<file path="src/rtl/cur_gauge_pkg.sv">
// Summary of operation
// RULE_01 - Modulator bitstream is digitally filtered into a multi-bit current value.
// RULE_02 - Pulse output is high while the free-running ramp is below the value.
// RULE_03 - Current is averaged over consecutive fixed slots of nominally 50 ms.
// RULE_04 - Zero averaged current gives a 50% duty cycle.
// RULE_05 - Positive current gives duty above half, negative below half.
// RULE_06 - Full scale gives 95.5% duty, negative full scale 4.5%.
// RULE_07 - Current equals 2.2 times duty minus 0.5, times full scale.
// RULE_08 - Signed range to full scale; full scale fixed per build, 1.0A or 2.0A.
// RULE_09 - Waveform repeats near 20 Hz, always within 12.5 Hz to 25 Hz.
// RULE_10 - Normal operation while shutdown input high, low power while low.
// RULE_11 - Duty is quantized into 1024 steps by a 10-bit ramp.
// RULE_12 - Every pulse carries an extra half step: duty is (N + 1/2) / 1024.
// RULE_13 - Each interval shows the duty coding the previous interval's average.
// RULE_14 - Shutdown holds the output low, clears averaging, restarts fresh afterwards.
`default_nettype none

package cur_gauge_pkg;

  // ****************************************
  // Clock and timing
  // ****************************************
  localparam int unsigned CLK_HZ = 20_000_000;
  localparam int unsigned SAMPLE_TIME_MS = 50;
  localparam int unsigned RAMP_BITS = 10;
  localparam int unsigned HALF_STEPS = 2 ** (RAMP_BITS + 1);
  // Cycles per half ramp step; rounding down keeps the interval just under 50 ms
  localparam int unsigned HALF_STEP_CYC = (CLK_HZ / 1000) * SAMPLE_TIME_MS / HALF_STEPS;

  // ****************************************
  // Code mapping
  // ****************************************
  localparam int unsigned ACC_BITS = RAMP_BITS + 2;
  localparam logic [RAMP_BITS-1:0] MID_CODE = 10'h200;
  localparam logic signed [ACC_BITS:0] HALF_ONES = 13'sh0400;
  // 1 / 2.2 code per count of density offset, scaled by 2^12
  localparam logic signed [11:0] SCALE_K = 12'sh746;
  localparam int unsigned SCALE_SHIFT = 12;
  localparam logic [RAMP_BITS-1:0] POS_FS_CODE = 10'h3d1;
  localparam logic [RAMP_BITS-1:0] NEG_FS_CODE = 10'h02e;

  // ****************************************
  // Build options
  // ****************************************
  localparam int unsigned FS_1A_MA = 1000;
  localparam int unsigned FS_2A_MA = 2000;

endpackage

`default_nettype wire

</file>
<file path="src/rtl/half_step_ramp.sv">
`timescale 1ns/1ps
`default_nettype none

module half_step_ramp
  import cur_gauge_pkg::*;
#(
  parameter int unsigned CODE_BITS = RAMP_BITS
) (
  // Clock and reset
  input wire logic clk_i,
  input wire logic rstn_i,
  // Control
  input wire logic clear_i,
  input wire logic step_en_i,
  input wire logic [CODE_BITS-1:0] level_i,
  // Results
  output logic wrap_o,
  output logic pwm_o
);

  logic [CODE_BITS:0] half_q;
  logic [CODE_BITS:0] half_d;
  logic pwm_q;
  logic pwm_d;

  // A ramp needs at least one code bit to compare against
  if (CODE_BITS < 1) begin : g_bad_bits
    $error("Ramp needs at least one code bit");
  end

  // ****************************************
  // Ramp and compare
  // ****************************************
  // Ramp counts half steps so the extra half step needs no second counter
  always_comb begin
    half_d = half_q;
    if (clear_i) begin
      half_d = '0;
    end else if (step_en_i) begin
      half_d = half_q + 1'b1; // RULE_11
    end
    // Level N stays high for 2N+1 half steps
    pwm_d = !clear_i && (half_q < {level_i, 1'b1}); // RULE_02 RULE_12
  end

  always_ff @(posedge clk_i or negedge rstn_i) begin
    if (!rstn_i) begin
      half_q <= '0;
      pwm_q <= 1'b0;
    end else begin
      half_q <= half_d;
      pwm_q <= pwm_d;
    end
  end

  assign wrap_o = step_en_i && (half_q == '1);
  assign pwm_o = pwm_q;

  // ****************************************
  // Checks
  // ****************************************
  AST_HALF_STEP_HIGH: assert property ( // RULE_12
    @(posedge clk_i) disable iff (!rstn_i)
    (!clear_i && half_q == '0) |=> pwm_o
  ) else $error("Pulse missing its leading half step");

  AST_RAMP_CUTOFF: assert property ( // RULE_02
    @(posedge clk_i) disable iff (!rstn_i)
    (!clear_i && half_q == {level_i, 1'b1}) |=> !pwm_o
  ) else $error("Pulse still high at ramp crossing");

  AST_RAMP_WRAP: assert property ( // RULE_11
    @(posedge clk_i) disable iff (!rstn_i)
    (wrap_o && !clear_i) |=> (half_q == '0)
  ) else $error("Ramp did not wrap after its last step");

endmodule

`default_nettype wire

</file>
<file path="src/rtl/current_average_pwm_encoder.sv">
`timescale 1ns/1ps
`default_nettype none

module current_average_pwm_encoder
  import cur_gauge_pkg::*;
#(
  parameter int unsigned FULL_SCALE_MA = FS_1A_MA,
  parameter int unsigned STEP_CYC = HALF_STEP_CYC
) (
  // Clock and reset
  input wire logic clk_i,
  input wire logic rstn_i,
  // Shutdown control, low means low power
  input wire logic low_power_request_n_i,
  // Modulator pulse-density bitstream
  input wire logic mod_bit_i,
  // Encoded output
  output logic pwm_o,
  // Observation of the held code and interval boundary
  output logic [RAMP_BITS-1:0] avg_code_o,
  output logic interval_start_o
);

  // ****************************************
  // Build checks
  // ****************************************
  localparam int unsigned DIV_BITS = (STEP_CYC > 1) ? $clog2(STEP_CYC) : 1;
  localparam logic [DIV_BITS-1:0] DIV_LAST = DIV_BITS'(STEP_CYC - 1);

  // Full scale is a build option only; the digital mapping is normalized to it
  generate
    if (FULL_SCALE_MA != FS_1A_MA && FULL_SCALE_MA != FS_2A_MA) begin : g_bad_fs
      $error("Full scale must be 1000 or 2000 mA"); // RULE_08
    end
    if (STEP_CYC < 2) begin : g_bad_step
      $error("Half step must span at least two cycles");
    end
    // A longer half step stretches the interval past its nominal 50 ms
    if (STEP_CYC > HALF_STEP_CYC) begin : g_slow_step
      $error("Half step longer than the nominal interval allows"); // RULE_03
    end
    if ((2 ** ACC_BITS) <= HALF_STEPS) begin : g_narrow_acc
      $error("Accumulator too narrow for one interval of samples");
    end
  endgenerate

  // ****************************************
  // Declarations
  // ****************************************
  logic run;
  logic tick;
  logic boundary;
  logic [DIV_BITS-1:0] div_q;
  logic [DIV_BITS-1:0] div_d;
  logic [ACC_BITS-1:0] acc_q;
  logic [ACC_BITS-1:0] acc_d;
  logic [ACC_BITS-1:0] ones;
  logic signed [ACC_BITS:0] diff;
  logic signed [24:0] prod;
  logic signed [24:0] scaled;
  logic [24:0] code_sum;
  logic [RAMP_BITS-1:0] code_new;
  logic [RAMP_BITS-1:0] code_q;
  logic [RAMP_BITS-1:0] code_d;
  logic start_q;
  logic start_d;

  // Shutdown pin gates everything
  assign run = low_power_request_n_i; // RULE_10

  // ****************************************
  // Half step divider
  // ****************************************
  // One tick per half ramp step; the ramp then repeats about every 50 ms
  assign tick = run && (div_q == DIV_LAST); // RULE_09

  always_comb begin
    div_d = div_q + 1'b1;
    if (!run || tick) begin
      div_d = '0; // RULE_14
    end
  end

  always_ff @(posedge clk_i or negedge rstn_i) begin
    if (!rstn_i) begin
      div_q <= '0;
    end else begin
      div_q <= div_d;
    end
  end

  // ****************************************
  // Ramp and pulse generator
  // ****************************************
  half_step_ramp #(
    .CODE_BITS(RAMP_BITS)
  ) u_ramp (
    .clk_i(clk_i),
    .rstn_i(rstn_i),
    .clear_i(!run),
    .step_en_i(tick),
    .level_i(code_q),
    .wrap_o(boundary),
    .pwm_o(pwm_o)
  );

  // ****************************************
  // Averaging filter
  // ****************************************
  // One bit sampled per half step; the interval is the ramp period, so
  // sampling and display stay locked without a second timer
  assign ones = acc_q + {{(ACC_BITS-1){1'b0}}, mod_bit_i}; // RULE_01

  always_comb begin
    acc_d = acc_q;
    if (!run) begin
      acc_d = '0; // RULE_14
    end else if (boundary) begin
      acc_d = '0; // RULE_03
    end else if (tick) begin
      acc_d = ones; // RULE_01
    end
  end

  always_ff @(posedge clk_i or negedge rstn_i) begin
    if (!rstn_i) begin
      acc_q <= '0;
    end else begin
      acc_q <= acc_d;
    end
  end

  // ****************************************
  // Density to duty code
  // ****************************************
  // Half density maps to mid code; the slope of 1/2.2 places the rails
  // near 4.5% and 95.5%, and the floor of the shift is harmless there
  always_comb begin
    diff = $signed({1'b0, ones}) - HALF_ONES; // RULE_04 RULE_05
    prod = 25'(diff) * 25'(SCALE_K); // RULE_07
    scaled = prod >>> SCALE_SHIFT; // RULE_06
    code_sum = 25'(scaled) + 25'(MID_CODE);
    code_new = code_sum[RAMP_BITS-1:0];
  end

  // ****************************************
  // Held code
  // ****************************************
  // After shutdown the first interval shows zero current, as nothing was averaged
  always_comb begin
    code_d = code_q;
    start_d = 1'b0;
    if (!run) begin
      code_d = MID_CODE; // RULE_14
    end else if (boundary) begin
      code_d = code_new; // RULE_13
      start_d = 1'b1;
    end
  end

  always_ff @(posedge clk_i or negedge rstn_i) begin
    if (!rstn_i) begin
      code_q <= MID_CODE;
      start_q <= 1'b0;
    end else begin
      code_q <= code_d;
      start_q <= start_d;
    end
  end

  assign avg_code_o = code_q;
  assign interval_start_o = start_q;

  // ****************************************
  // Interval watch
  // ****************************************
  // Cycles since the last boundary, read only by the checks; an interval is far
  // longer than any repetition count can reasonably span
  localparam int unsigned INTERVAL_CYC = HALF_STEPS * STEP_CYC;
  localparam int unsigned GAP_BITS = $clog2(INTERVAL_CYC);
  localparam logic [GAP_BITS-1:0] GAP_LAST = GAP_BITS'(INTERVAL_CYC - 1);

  logic [GAP_BITS-1:0] gap_q;
  logic [GAP_BITS-1:0] gap_d;

  // Restarts with the slot, so a shutdown release begins a full interval
  always_comb begin
    gap_d = gap_q + 1'b1;
    if (!run || boundary) begin
      gap_d = '0; // RULE_14
    end
  end

  always_ff @(posedge clk_i or negedge rstn_i) begin
    if (!rstn_i) begin
      gap_q <= '0;
    end else begin
      gap_q <= gap_d;
    end
  end

  // ****************************************
  // Checks
  // ****************************************
  AST_SHDN_PWM_LOW: assert property ( // RULE_14
    @(posedge clk_i) disable iff (!rstn_i)
    !low_power_request_n_i |=> !pwm_o
  ) else $error("Pulse output not low in shutdown");

  AST_SHDN_CLEARS: assert property ( // RULE_10
    @(posedge clk_i) disable iff (!rstn_i)
    !low_power_request_n_i |=> (acc_q == '0 && div_q == '0 && code_q == MID_CODE)
  ) else $error("Shutdown did not clear averaging state");

  AST_TICK_SPACING: assert property ( // RULE_09
    @(posedge clk_i) disable iff (!rstn_i)
    (tick && low_power_request_n_i) |=> (div_q == '0 && !tick)
  ) else $error("Half step divider spacing wrong");

  AST_ACCUMULATE: assert property ( // RULE_01
    @(posedge clk_i) disable iff (!rstn_i)
    (tick && !boundary) |=> (acc_q == $past(acc_q) + ACC_BITS'($past(mod_bit_i)))
  ) else $error("Bitstream sample not accumulated");

  AST_SLOT_RESTART: assert property ( // RULE_03
    @(posedge clk_i) disable iff (!rstn_i)
    (boundary && low_power_request_n_i) |=> (acc_q == '0) ##1 (acc_q == '0)
  ) else $error("Averaging slot did not restart");

  AST_ZERO_MID: assert property ( // RULE_04
    @(posedge clk_i) disable iff (!rstn_i)
    (boundary && ones == 12'h400) |=> (code_q == MID_CODE)
  ) else $error("Zero current not encoded as half duty");

  AST_SIGN_SIDE: assert property ( // RULE_05
    @(posedge clk_i) disable iff (!rstn_i)
    boundary |=> (($past(ones) < 12'h400) == (code_q < MID_CODE))
  ) else $error("Duty on wrong side of half for current sign");

  AST_FULL_SCALE_POS: assert property ( // RULE_06
    @(posedge clk_i) disable iff (!rstn_i)
    (boundary && ones == 12'h800) |=> (code_q == POS_FS_CODE)
  ) else $error("Positive full scale code wrong");

  AST_FULL_SCALE_NEG: assert property ( // RULE_08
    @(posedge clk_i) disable iff (!rstn_i)
    (boundary && ones == 12'h000) |=> (code_q == NEG_FS_CODE)
  ) else $error("Negative full scale code wrong");

  AST_LINEAR_STEP: assert property ( // RULE_07
    @(posedge clk_i) disable iff (!rstn_i)
    (boundary && ones == 12'h600) |=> (code_q == 10'h2e8)
  ) else $error("Mid range code off the linear law");

  AST_CODE_HELD: assert property ( // RULE_13
    @(posedge clk_i) disable iff (!rstn_i)
    (low_power_request_n_i && !boundary) |=> $stable(code_q)
  ) else $error("Displayed code changed inside an interval");

  AST_START_PULSE: assert property ( // RULE_13
    @(posedge clk_i) disable iff (!rstn_i)
    (boundary && low_power_request_n_i) |=> interval_start_o ##1 !interval_start_o
  ) else $error("Interval start pulse wrong");

  AST_INTERVAL_LENGTH: assert property ( // RULE_03
    @(posedge clk_i) disable iff (!rstn_i)
    boundary |-> (gap_q == GAP_LAST)
  ) else $error("Averaging interval has the wrong length");

  AST_DIV_RANGE: assert property ( // RULE_09
    @(posedge clk_i) disable iff (!rstn_i)
    div_q <= DIV_LAST
  ) else $error("Half step divider out of range");

  AST_DIV_COUNT: assert property ( // RULE_09
    @(posedge clk_i) disable iff (!rstn_i)
    (low_power_request_n_i && !tick) |=> (div_q == DIV_BITS'($past(div_q) + 1'b1))
  ) else $error("Half step divider skipped a count");

  AST_ACC_BOUND: assert property ( // RULE_03
    @(posedge clk_i) disable iff (!rstn_i)
    acc_q < ACC_BITS'(HALF_STEPS)
  ) else $error("Accumulator holds more than one interval");

  AST_ACC_IDLE: assert property ( // RULE_01
    @(posedge clk_i) disable iff (!rstn_i)
    (low_power_request_n_i && !tick) |=> $stable(acc_q)
  ) else $error("Accumulator changed between samples");

  AST_CODE_RANGE: assert property ( // RULE_08
    @(posedge clk_i) disable iff (!rstn_i)
    (code_q >= NEG_FS_CODE) && (code_q <= POS_FS_CODE)
  ) else $error("Held code outside the full scale span");

  AST_START_AFTER_BOUNDARY: assert property ( // RULE_13
    @(posedge clk_i) disable iff (!rstn_i)
    interval_start_o |-> $past(boundary)
  ) else $error("Interval start without a boundary");

  AST_RELEASE_FRESH: assert property ( // RULE_14
    @(posedge clk_i) disable iff (!rstn_i)
    $rose(low_power_request_n_i) |-> (acc_q == '0 && div_q == '0 && code_q == MID_CODE)
  ) else $error("Shutdown release did not start fresh");

  AST_WRAP_LOW: assert property ( // RULE_02
    @(posedge clk_i) disable iff (!rstn_i)
    boundary |=> !pwm_o
  ) else $error("Pulse high across the ramp wrap");

  AST_WRAP_RISE: assert property ( // RULE_02
    @(posedge clk_i) disable iff (!rstn_i)
    (boundary && low_power_request_n_i) ##1 low_power_request_n_i |=> pwm_o
  ) else $error("Pulse did not start after the ramp wrap");

endmodule

`default_nettype wire

</file>
<file path="config.mk">
export PLATFORM = sky130hd
export DESIGN_NAME = current_average_pwm_encoder
export DESIGN_NICKNAME = d
export VERILOG_FILES = /design/src/rtl/cur_gauge_pkg.sv /design/src/rtl/half_step_ramp.sv /design/src/rtl/current_average_pwm_encoder.sv
export SDC_FILE = /design/constraint.sdc
export NUM_CORES = 1
export LEC_CHECK = 0
export ABC_CLOCK_PERIOD_IN_PS = 6900
export BUFFER_PORTS_ARGS = -buffer_cell sky130_fd_sc_hd__buf_2
export CAP_MARGIN = 20
export CORE_ASPECT_RATIO = 1.1
export CORE_UTILIZATION = 25
export CTS_BUF_LIST = sky130_fd_sc_hd__clkbuf_2
export DETAILED_ROUTE_END_ITERATION = 10
export SLEW_MARGIN = 0
export SYNTH_ARGS = -nofsm -noshare
export SYNTH_HDL_FRONTEND = slang
export SYNTH_SLANG_ARGS = --single-unit
</file>
<file path="constraint.sdc">
create_clock -name clk_i -period 6.9 [get_ports clk_i]
set_input_delay 1.38 -clock clk_i [delete_from_list [all_inputs] [get_ports clk_i]]
set_output_delay 1.38 -clock clk_i [all_outputs]
set_load 0.05 [all_outputs]
</file>
==> impl_results.md, run 1 <==
- Status: finished, final reports clean
- Overflow after GRT: 0
- Core Footprint: 18350 um^2
- Clk buf depth: 2
- Total Power: 0.4320 mW
- Max-Cap Viols: 0
- Switching Fraction: 24.40%
- Most used cell, CP: ha_1
- Largest net degree at the start of global routing: 45
- Cts hold-fix bufs: 0
- CTS tree: done
- Startpoint Class: input port
- Crit-path cells: buf_2 -> ha_1 -> and3_1 -> and3_2 -> and3_4 -> xor2_2 -> ha_1 -> ha_1 -> fa_1 -> fa_1 -> ha_1 -> inv_1 -> fa_1 -> inv_1 -> ha_1 -> o21a_1 -> o21a_1 -> o21ai_0 -> nand2b_1 -> a31oi_1 -> xnor2_1 -> o21a_1
- P_leak: 2.582 nW
- Diodes inserted: 0
- Worst VDD drop: 75.55 uV
- Switching Power: 0.1054 mW
- Post-synthesis net count: 604
- Overall global routing resource usage: 10.02%
- Clock latency on the worst-skew pair: 0.44 ns
- Reg clk slew, reported paths: 0.21 ns
- Global-route wire length before repair: 15680 um
- Die Span Y: 145.5 um
- Area grow syn2layout: 8.668%
- Post-Synthesis Mean Instance Area: 9.468 um^2
- DRT Wirelength: 9065 um
- # resized after CTS: 0
- Crit. End Element: flop
- CTS Root Cell: clkbuf_2
- Routed length per instance: 12.07 um
- Postcts setup bufs: 0
- Post-synth cell types: 49
- Total vias in the final route: 3290
- Fmax: 164.5 MHz
- PD cells: 85.00 nW/um^2
- CP max stage delay: 0.50 ns
- Drt first pass iters: 4
- Synth area leader: dfrtp_1
- Setup violators final: 0
- Starting DRT DRC Count: 167
- Sequential Power Share: 60.6%
- Sequential share of the synthesized area: 23.57%
- Final hold violations: 0
- Post-route clock period utilization: 88.12%
- Io pins: 16
- Pre-CTS setup slack: 0.3504 ns
- Synth Cell Area: 4677 um^2
- Ys flop type: dfrtp_1
- Number of synthesized register bits: 44
- Vias in the first global route: 3248
- Fin area: 5082 um^2
- FILL cells: 1969
- Area post-placement: 5000 um^2
- Clk sinks: 44
- RePlAce Congestion: 0.7977
- Worst Setup Slack, final: 0.8196 ns
- Cts bufs inserted: 5
- Share of the synthesized area in the top cell type: 23.01%
- CP max-delay cell: fa_1
- Setup TNS: 0 ns
- Synth warnings: 0
- Layout cells sized above 1: 7.677%
- Chip width: 132.4 um
- Post-DRT Antenna Nets: 0
- RSZ-0062 raised after global routing: no
- HP Class: reg -> reg
- Area occupied by multi-input gates: 3132 um^2
- Die ar.: 19260 um^2
- Core Util, Final: 27.70%
- Vias per cell: 4.381
- EDFF count, synth: 0
- Drt drc: 0
- # H-tree levels: 2
- Pint: 0.3266 mW
- Crit Path Class: in -> reg
- Clock power frac: 33.9%
- Initial antenna violation count: 0
- CP required: 7.28 ns
- Starting Density: 25.49%
- Final HPWL DP: 7622 um
- Gate power share: 5.6%
- Slew @ Worst Pin: 0.6125 ns
- Final Slew Violations: 0
- Shortest period the worst path allows: 6.080 ns
- Post-Synthesis Cells: 494
- Clk_skew: 0.02904 ns
- Worst-path maximum fanout: 7
- Num rows: 52
- Register area: 1102 um^2
- Rel. slew slack: 59.08%
- Worst EP arrival: 6.46 ns
- Port-buffer cells: 15
- # nets final: 617
- Async set or reset register ratio after synthesis: 100.0%
- Largest cells by area after synthesis: dfrtp_1 23%, ha_1 18%, fa_1 16%
==> cells in the mapped netlist (all sizes together) (3+ instances only) <==
master / number
dfrtp: 43
fa: 38
nand4: 8
nor2: 15
a22o: 3
nand2b: 3
buf: 9
ha: 68
and2: 14
a21boi: 3
and3: 8
o21a: 3
clkbuf: 6
nand2: 31
xnor2: 26
o21ai: 32
nor2b: 4
xor2: 22
or3: 4
nand3: 26
inv: 93
a21oi: 11
nand3b: 3
==> layer usage <==
layer,track usage [%],routed length [um]
met1,12.99,4150
met2,17.63,4643
met3,1.289,180
met4,2.299,90
met5,0,0
==> flip-flops by register name, summed over array words and instances (netlist names) <==
signal,count
acc_q,12
u_ramp.half_q,11
avg_code_o,10
div_q,9
interval_start_o,1
u_ramp.pwm_o,1
==> worst paths after layout <==
path | end | slack [ns] | startpoint | depth (start not counted)
setup / recovery | avg_code_o[9] | 0.82 | mod_bit_i | 22
hold / removal | div_q[0] | 0.49 | div_q[0] | 1
setup reg to reg | avg_code_o[9] | 1.26 | acc_q[1] | 21
hold reg to reg | div_q[0] | 0.49 | div_q[0] | 1
max in group asynchronous | avg_code_o[9] | 5.63 | rstn_i | 2
min in group asynchronous | u_ramp.half_q[5] | 0.73 | rstn_i | 1
==> critical path, delay by kind of cell <==
kind	cells	cell delay, ns
AOI/OAI and AO/OA	5	0.78
buffers and inverters	3	0.18
and+or+nand+nor	4	0.79
xor gates and xnor gates	2	0.36
adders and majority gates	8	2.96
==> power groups by stage <==
stage / logic, mW / registers [mW] / clock network, mW
after floorplan: 0.0117 / 0.267 / 0
after global placement: 0.0234 / 0.266 / 0
after detailed placement: 0.0234 / 0.266 / 0
after CTS: 0.0235 / 0.262 / 0.153
after global routing: 0.0278 / 0.262 / 0.164
final: 0.0240 / 0.262 / 0.146
==> final cells by class <==
| class | instances | area share, % |
|---|---|---|
| clock buffers | 5 | 0.4924 |
| clock inverters | 3 | 0.7386 |
| inverters | 93 | 6.869 |
| multi-input cells | 342 | 61.62 |
| flip-flops and latches | 44 | 21.69 |
| well taps | 243 | 5.982 |
| repair buffers | 21 | 2.610 |
==> through the flow <==
step,hold slack (ns),std cells
after floorplan,0.4549,494
after global placement,0.4768,742
after detailed placement,0.4757,742
after CTS,0.5017,750
after global routing,0.5452,751
final,0.4946,751
==> placed cells by master (no fill, tap or decap), types with 3 or more instances in the layout <==
master / Yosys / final
a21boi_0: 3 / 3
a21oi_1: 11 / 11
a22o_1: 3 / 3
and2_1: 14 / 14
and3_1: 5 / 5
buf_2: 3 / 15
buf_4: 1 / 5
clkbuf_2: 0 / 5
dfrtp_1: 43 / 43
fa_1: 38 / 38
ha_1: 68 / 68
inv_1: 92 / 92
nand2_1: 30 / 30
nand2b_1: 3 / 3
nand3_1: 26 / 26
nand3b_1: 3 / 3
nand4_1: 7 / 7
nor2_1: 14 / 14
nor2b_1: 4 / 4
o21a_1: 3 / 3
o21ai_0: 21 / 21
o21ai_1: 11 / 11
or3_1: 4 / 4
xnor2_1: 26 / 26
xor2_1: 21 / 21
==> logic make-up (layout without fill, tap and decap cells) <==
| kind of cell | Yosys count | after routing | synth area share [%] |
|---|---|---|---|
| xor+xnor | 48 | 48 | 9.149 |
| buf+inv | 108 | 122 | 9.470 |
| simple gates | 121 | 121 | 14.69 |
| flops | 44 | 44 | 23.57 |
| fa+ha+maj | 106 | 106 | 34.46 |
| mux | 1 | 1 | 0.2140 |
| compound gates | 66 | 66 | 8.454 |
No activity file was read; power rests on OpenSTA's default activity.
==> inputs of run 2 (changes only) <==
--- a/config.mk
+++ b/config.mk
@@ -12,6 +12,7 @@
 export CORE_UTILIZATION = 25
 export CTS_BUF_LIST = sky130_fd_sc_hd__clkbuf_2
 export DETAILED_ROUTE_END_ITERATION = 10
+export REMOVE_ABC_BUFFERS = 1
 export SLEW_MARGIN = 0
 export SYNTH_ARGS = -nofsm -noshare
 export SYNTH_HDL_FRONTEND = slang
==> impl_results.md, run 2 (synthesis results as in run 1) <==
- Status: finished, final reports clean
- CP max-delay cell: fa_1
- Commonest non-fill, non-tap cell in the layout: inv_1
- Final hold violations: 0 (unchanged)
- Worst EP arrival: 6.42 ns (-0.04 ns)
- Max reg flops: 12 (unchanged)
- Area post-placement: 4992 um^2 (-0.15%)
- Drt drc: 0 (unchanged)
- PD cells: 87.75 nW/um^2 (+3.2%)
- CP max stage delay: 0.50 ns (about the same)
- Setup TNS: 0 ns (unchanged)
- Worst-path maximum fanout: 7 (unchanged)
- Layout cells sized above 1: 7.890% (+0.21 points)
- Starting Density: 25.49% (unchanged)
- Final HPWL DP: 7436 um (-2.4%)
- Clk_skew: 0.02852 ns (-0.0005179 ns)
- Placed insts: 741 (-0.13%)
- Clk sinks: 44 (unchanged)
- Chip width: 132.4 um (unchanged)
- Rel. slew slack: 48.27% (-11 points)
- Starting DRT DRC Count: 123 (-26%)
- CTS tree: done
- Switching Power: 0.1160 mW (+10%)
- Io pins: 16 (unchanged)
- Drt first pass iters: 4 (unchanged)
- Die ar.: 19260 um^2 (unchanged)
- Diodes inserted: 0 (unchanged)
- Area grow syn2layout: 8.695% (about the same)
- RSZ-0062 raised after global routing: no
- Core Footprint: 18350 um^2 (unchanged)
- P_leak: 2.578 nW (-0.15%)
- CP Buf/Inv Count: 3 (unchanged)
- Switching Fraction: 26.01% (+1.6 points)
- Max-Cap Viols: 0 (unchanged)
- Slew @ Worst Pin: 0.7743 ns (+0.1618 ns)
- Fin area: 5084 um^2 (about the same)
- Final cell count without fillers: 750 (-0.13%)
- Overflow after GRT: 0 (unchanged)
- DRT Wirelength: 9010 um (-0.61%)
- Crit Path Class: in -> reg
- Die Span Y: 145.5 um (unchanged)
- CTS Root Cell: clkbuf_2
- Crit. End Element: flop
- Most frequent cells in the layout: 92 x inv_1, 68 x ha_1, 43 x dfrtp_1
- Clock latency on the worst-skew pair: 0.47 ns (+0.03 ns)
- Fmax: 167.3 MHz (+1.7%)
- Pint: 0.3301 mW (+1.1%)
- Gate power share: 5.4% (-0.2 points)
- Num rows: 52 (unchanged)
- Clock power frac: 35.9% (+2.0 points)
- Largest register by flop count: acc_q
- Total Power: 0.4461 mW (+3.3%)
- Critical path's top delay family: adder cells
- WHS: 0.5075 ns (+0.01290 ns)
- Reg clk slew, reported paths: 0.27 ns (+0.06 ns)
- # resized after CTS: 0 (unchanged)
- HP Class: reg -> reg
- Final Slew Violations: 0 (unchanged)
- Shortest period the worst path allows: 5.977 ns (-0.1038 ns)
- Largest net degree at the start of global routing: 45 (unchanged)
- Startpoint Class: input port
- RePlAce Congestion: 0.8144 (+2.1%)
- Global-route wire length before repair: 16110 um (+2.7%)
- Vias in the first global route: 3373 (+3.8%)
- Post-route clock period utilization: 86.62% (-1.5 points)
- Initial antenna violation count: 0 (unchanged)
- Sequential Power Share: 58.7% (-1.9 points)
- Total vias in the final route: 3168 (-3.7%)
- Postcts setup bufs: 0 (unchanged)
- CP required: 7.34 ns (+0.06 ns)
- Routed length per instance: 12.01 um (-0.47%)
- Vias per cell: 4.224 (-3.6%)
- Cts bufs inserted: 5 (unchanged)
- Cts hold-fix bufs: 0 (unchanged)
- # nets final: 616 (-0.16%)
- Crit-path cells: buf_2 -> ha_1 -> and3_1 -> and3_2 -> and3_4 -> xor2_2 -> ha_1 -> ha_1 -> fa_1 -> fa_1 -> ha_1 -> inv_1 -> fa_1 -> inv_1 -> ha_1 -> o21a_1 -> o21a_1 -> o21ai_0 -> nand2b_1 -> a31oi_1 -> xnor2_1 -> o21a_1
- Port-buffer cells: 15 (unchanged)
- # H-tree levels: 2 (unchanged)
- Worst VDD drop: 66.72 uV (-12%)
- Most used cell, CP: ha_1
- Overall global routing resource usage: 10.33% (+0.31 points)
- Clk buf depth: 2 (unchanged)
- Setup violators final: 0 (unchanged)
- Post-DRT Antenna Nets: 0 (unchanged)
[run 2: changes by cell type in the layout (fill, tap and decap cells not counted)]
cell / delta
clkinv_1: -2
inv_6: +1
buf_4: -1
clkinvlp_4: +1
[run 2: power groups by stage]
stage	combinational, mW	clock, mW	sequential [mW]
after global routing	0.0281	0.180	0.263
after global placement	0.0232	0	0.266
after CTS	0.0234	0.168	0.262
after floorplan	0.00949	0	0.267
after detailed placement	0.0232	0	0.266
final	0.0240	0.160	0.262
[run 2: final timing paths]
check | slack [ns] | from | end | depth (start not counted)
max | 0.92 | mod_bit_i | avg_code_o[9] | 22
max in group asynchronous | 5.60 | rstn_i | acc_q[5] | 2
max reg2reg | 1.36 | acc_q[1] | avg_code_o[9] | 21
min in group asynchronous | 0.77 | rstn_i | avg_code_o[4] | 1
min | 0.51 | div_q[0] | div_q[0] | 1
min reg2reg | 0.51 | div_q[0] | div_q[0] | 1
[run 2: metal layers]
| layer | global-route usage [%] | share of wire, % | up-vias |
|---|---|---|---|
| met2 | 16.76 | 45 | 36 |
| met5 | 0 | 0 | - |
| met1 | 14.00 | 51 | 1500 |
| li1 | - | - | 1621 |
| met3 | 1.951 | 2.9 | 11 |
| met4 | 2.816 | 1.5 | 0 |
[run 2: stage by stage]
step / setup WS, ns / util, %
floorplan: 0.7394 / -
global placement: 0.4397 / 27.21
detailed placement: 0.3750 / 27.21
CTS: 0.8972 / 27.60
global route: 0.6591 / 27.71
finish: 0.9234 / 27.71
[run 2: layout make-up]
cell class,instances,area (um^2)
clock inverters,3,46.29
clock buffers,5,25.02
fillers,1968,13260
inverters,93,349.1
well taps,243,304.0
flip-flops and latches,44,1102
repair buffers,20,125.1
multi-input cells,342,3132
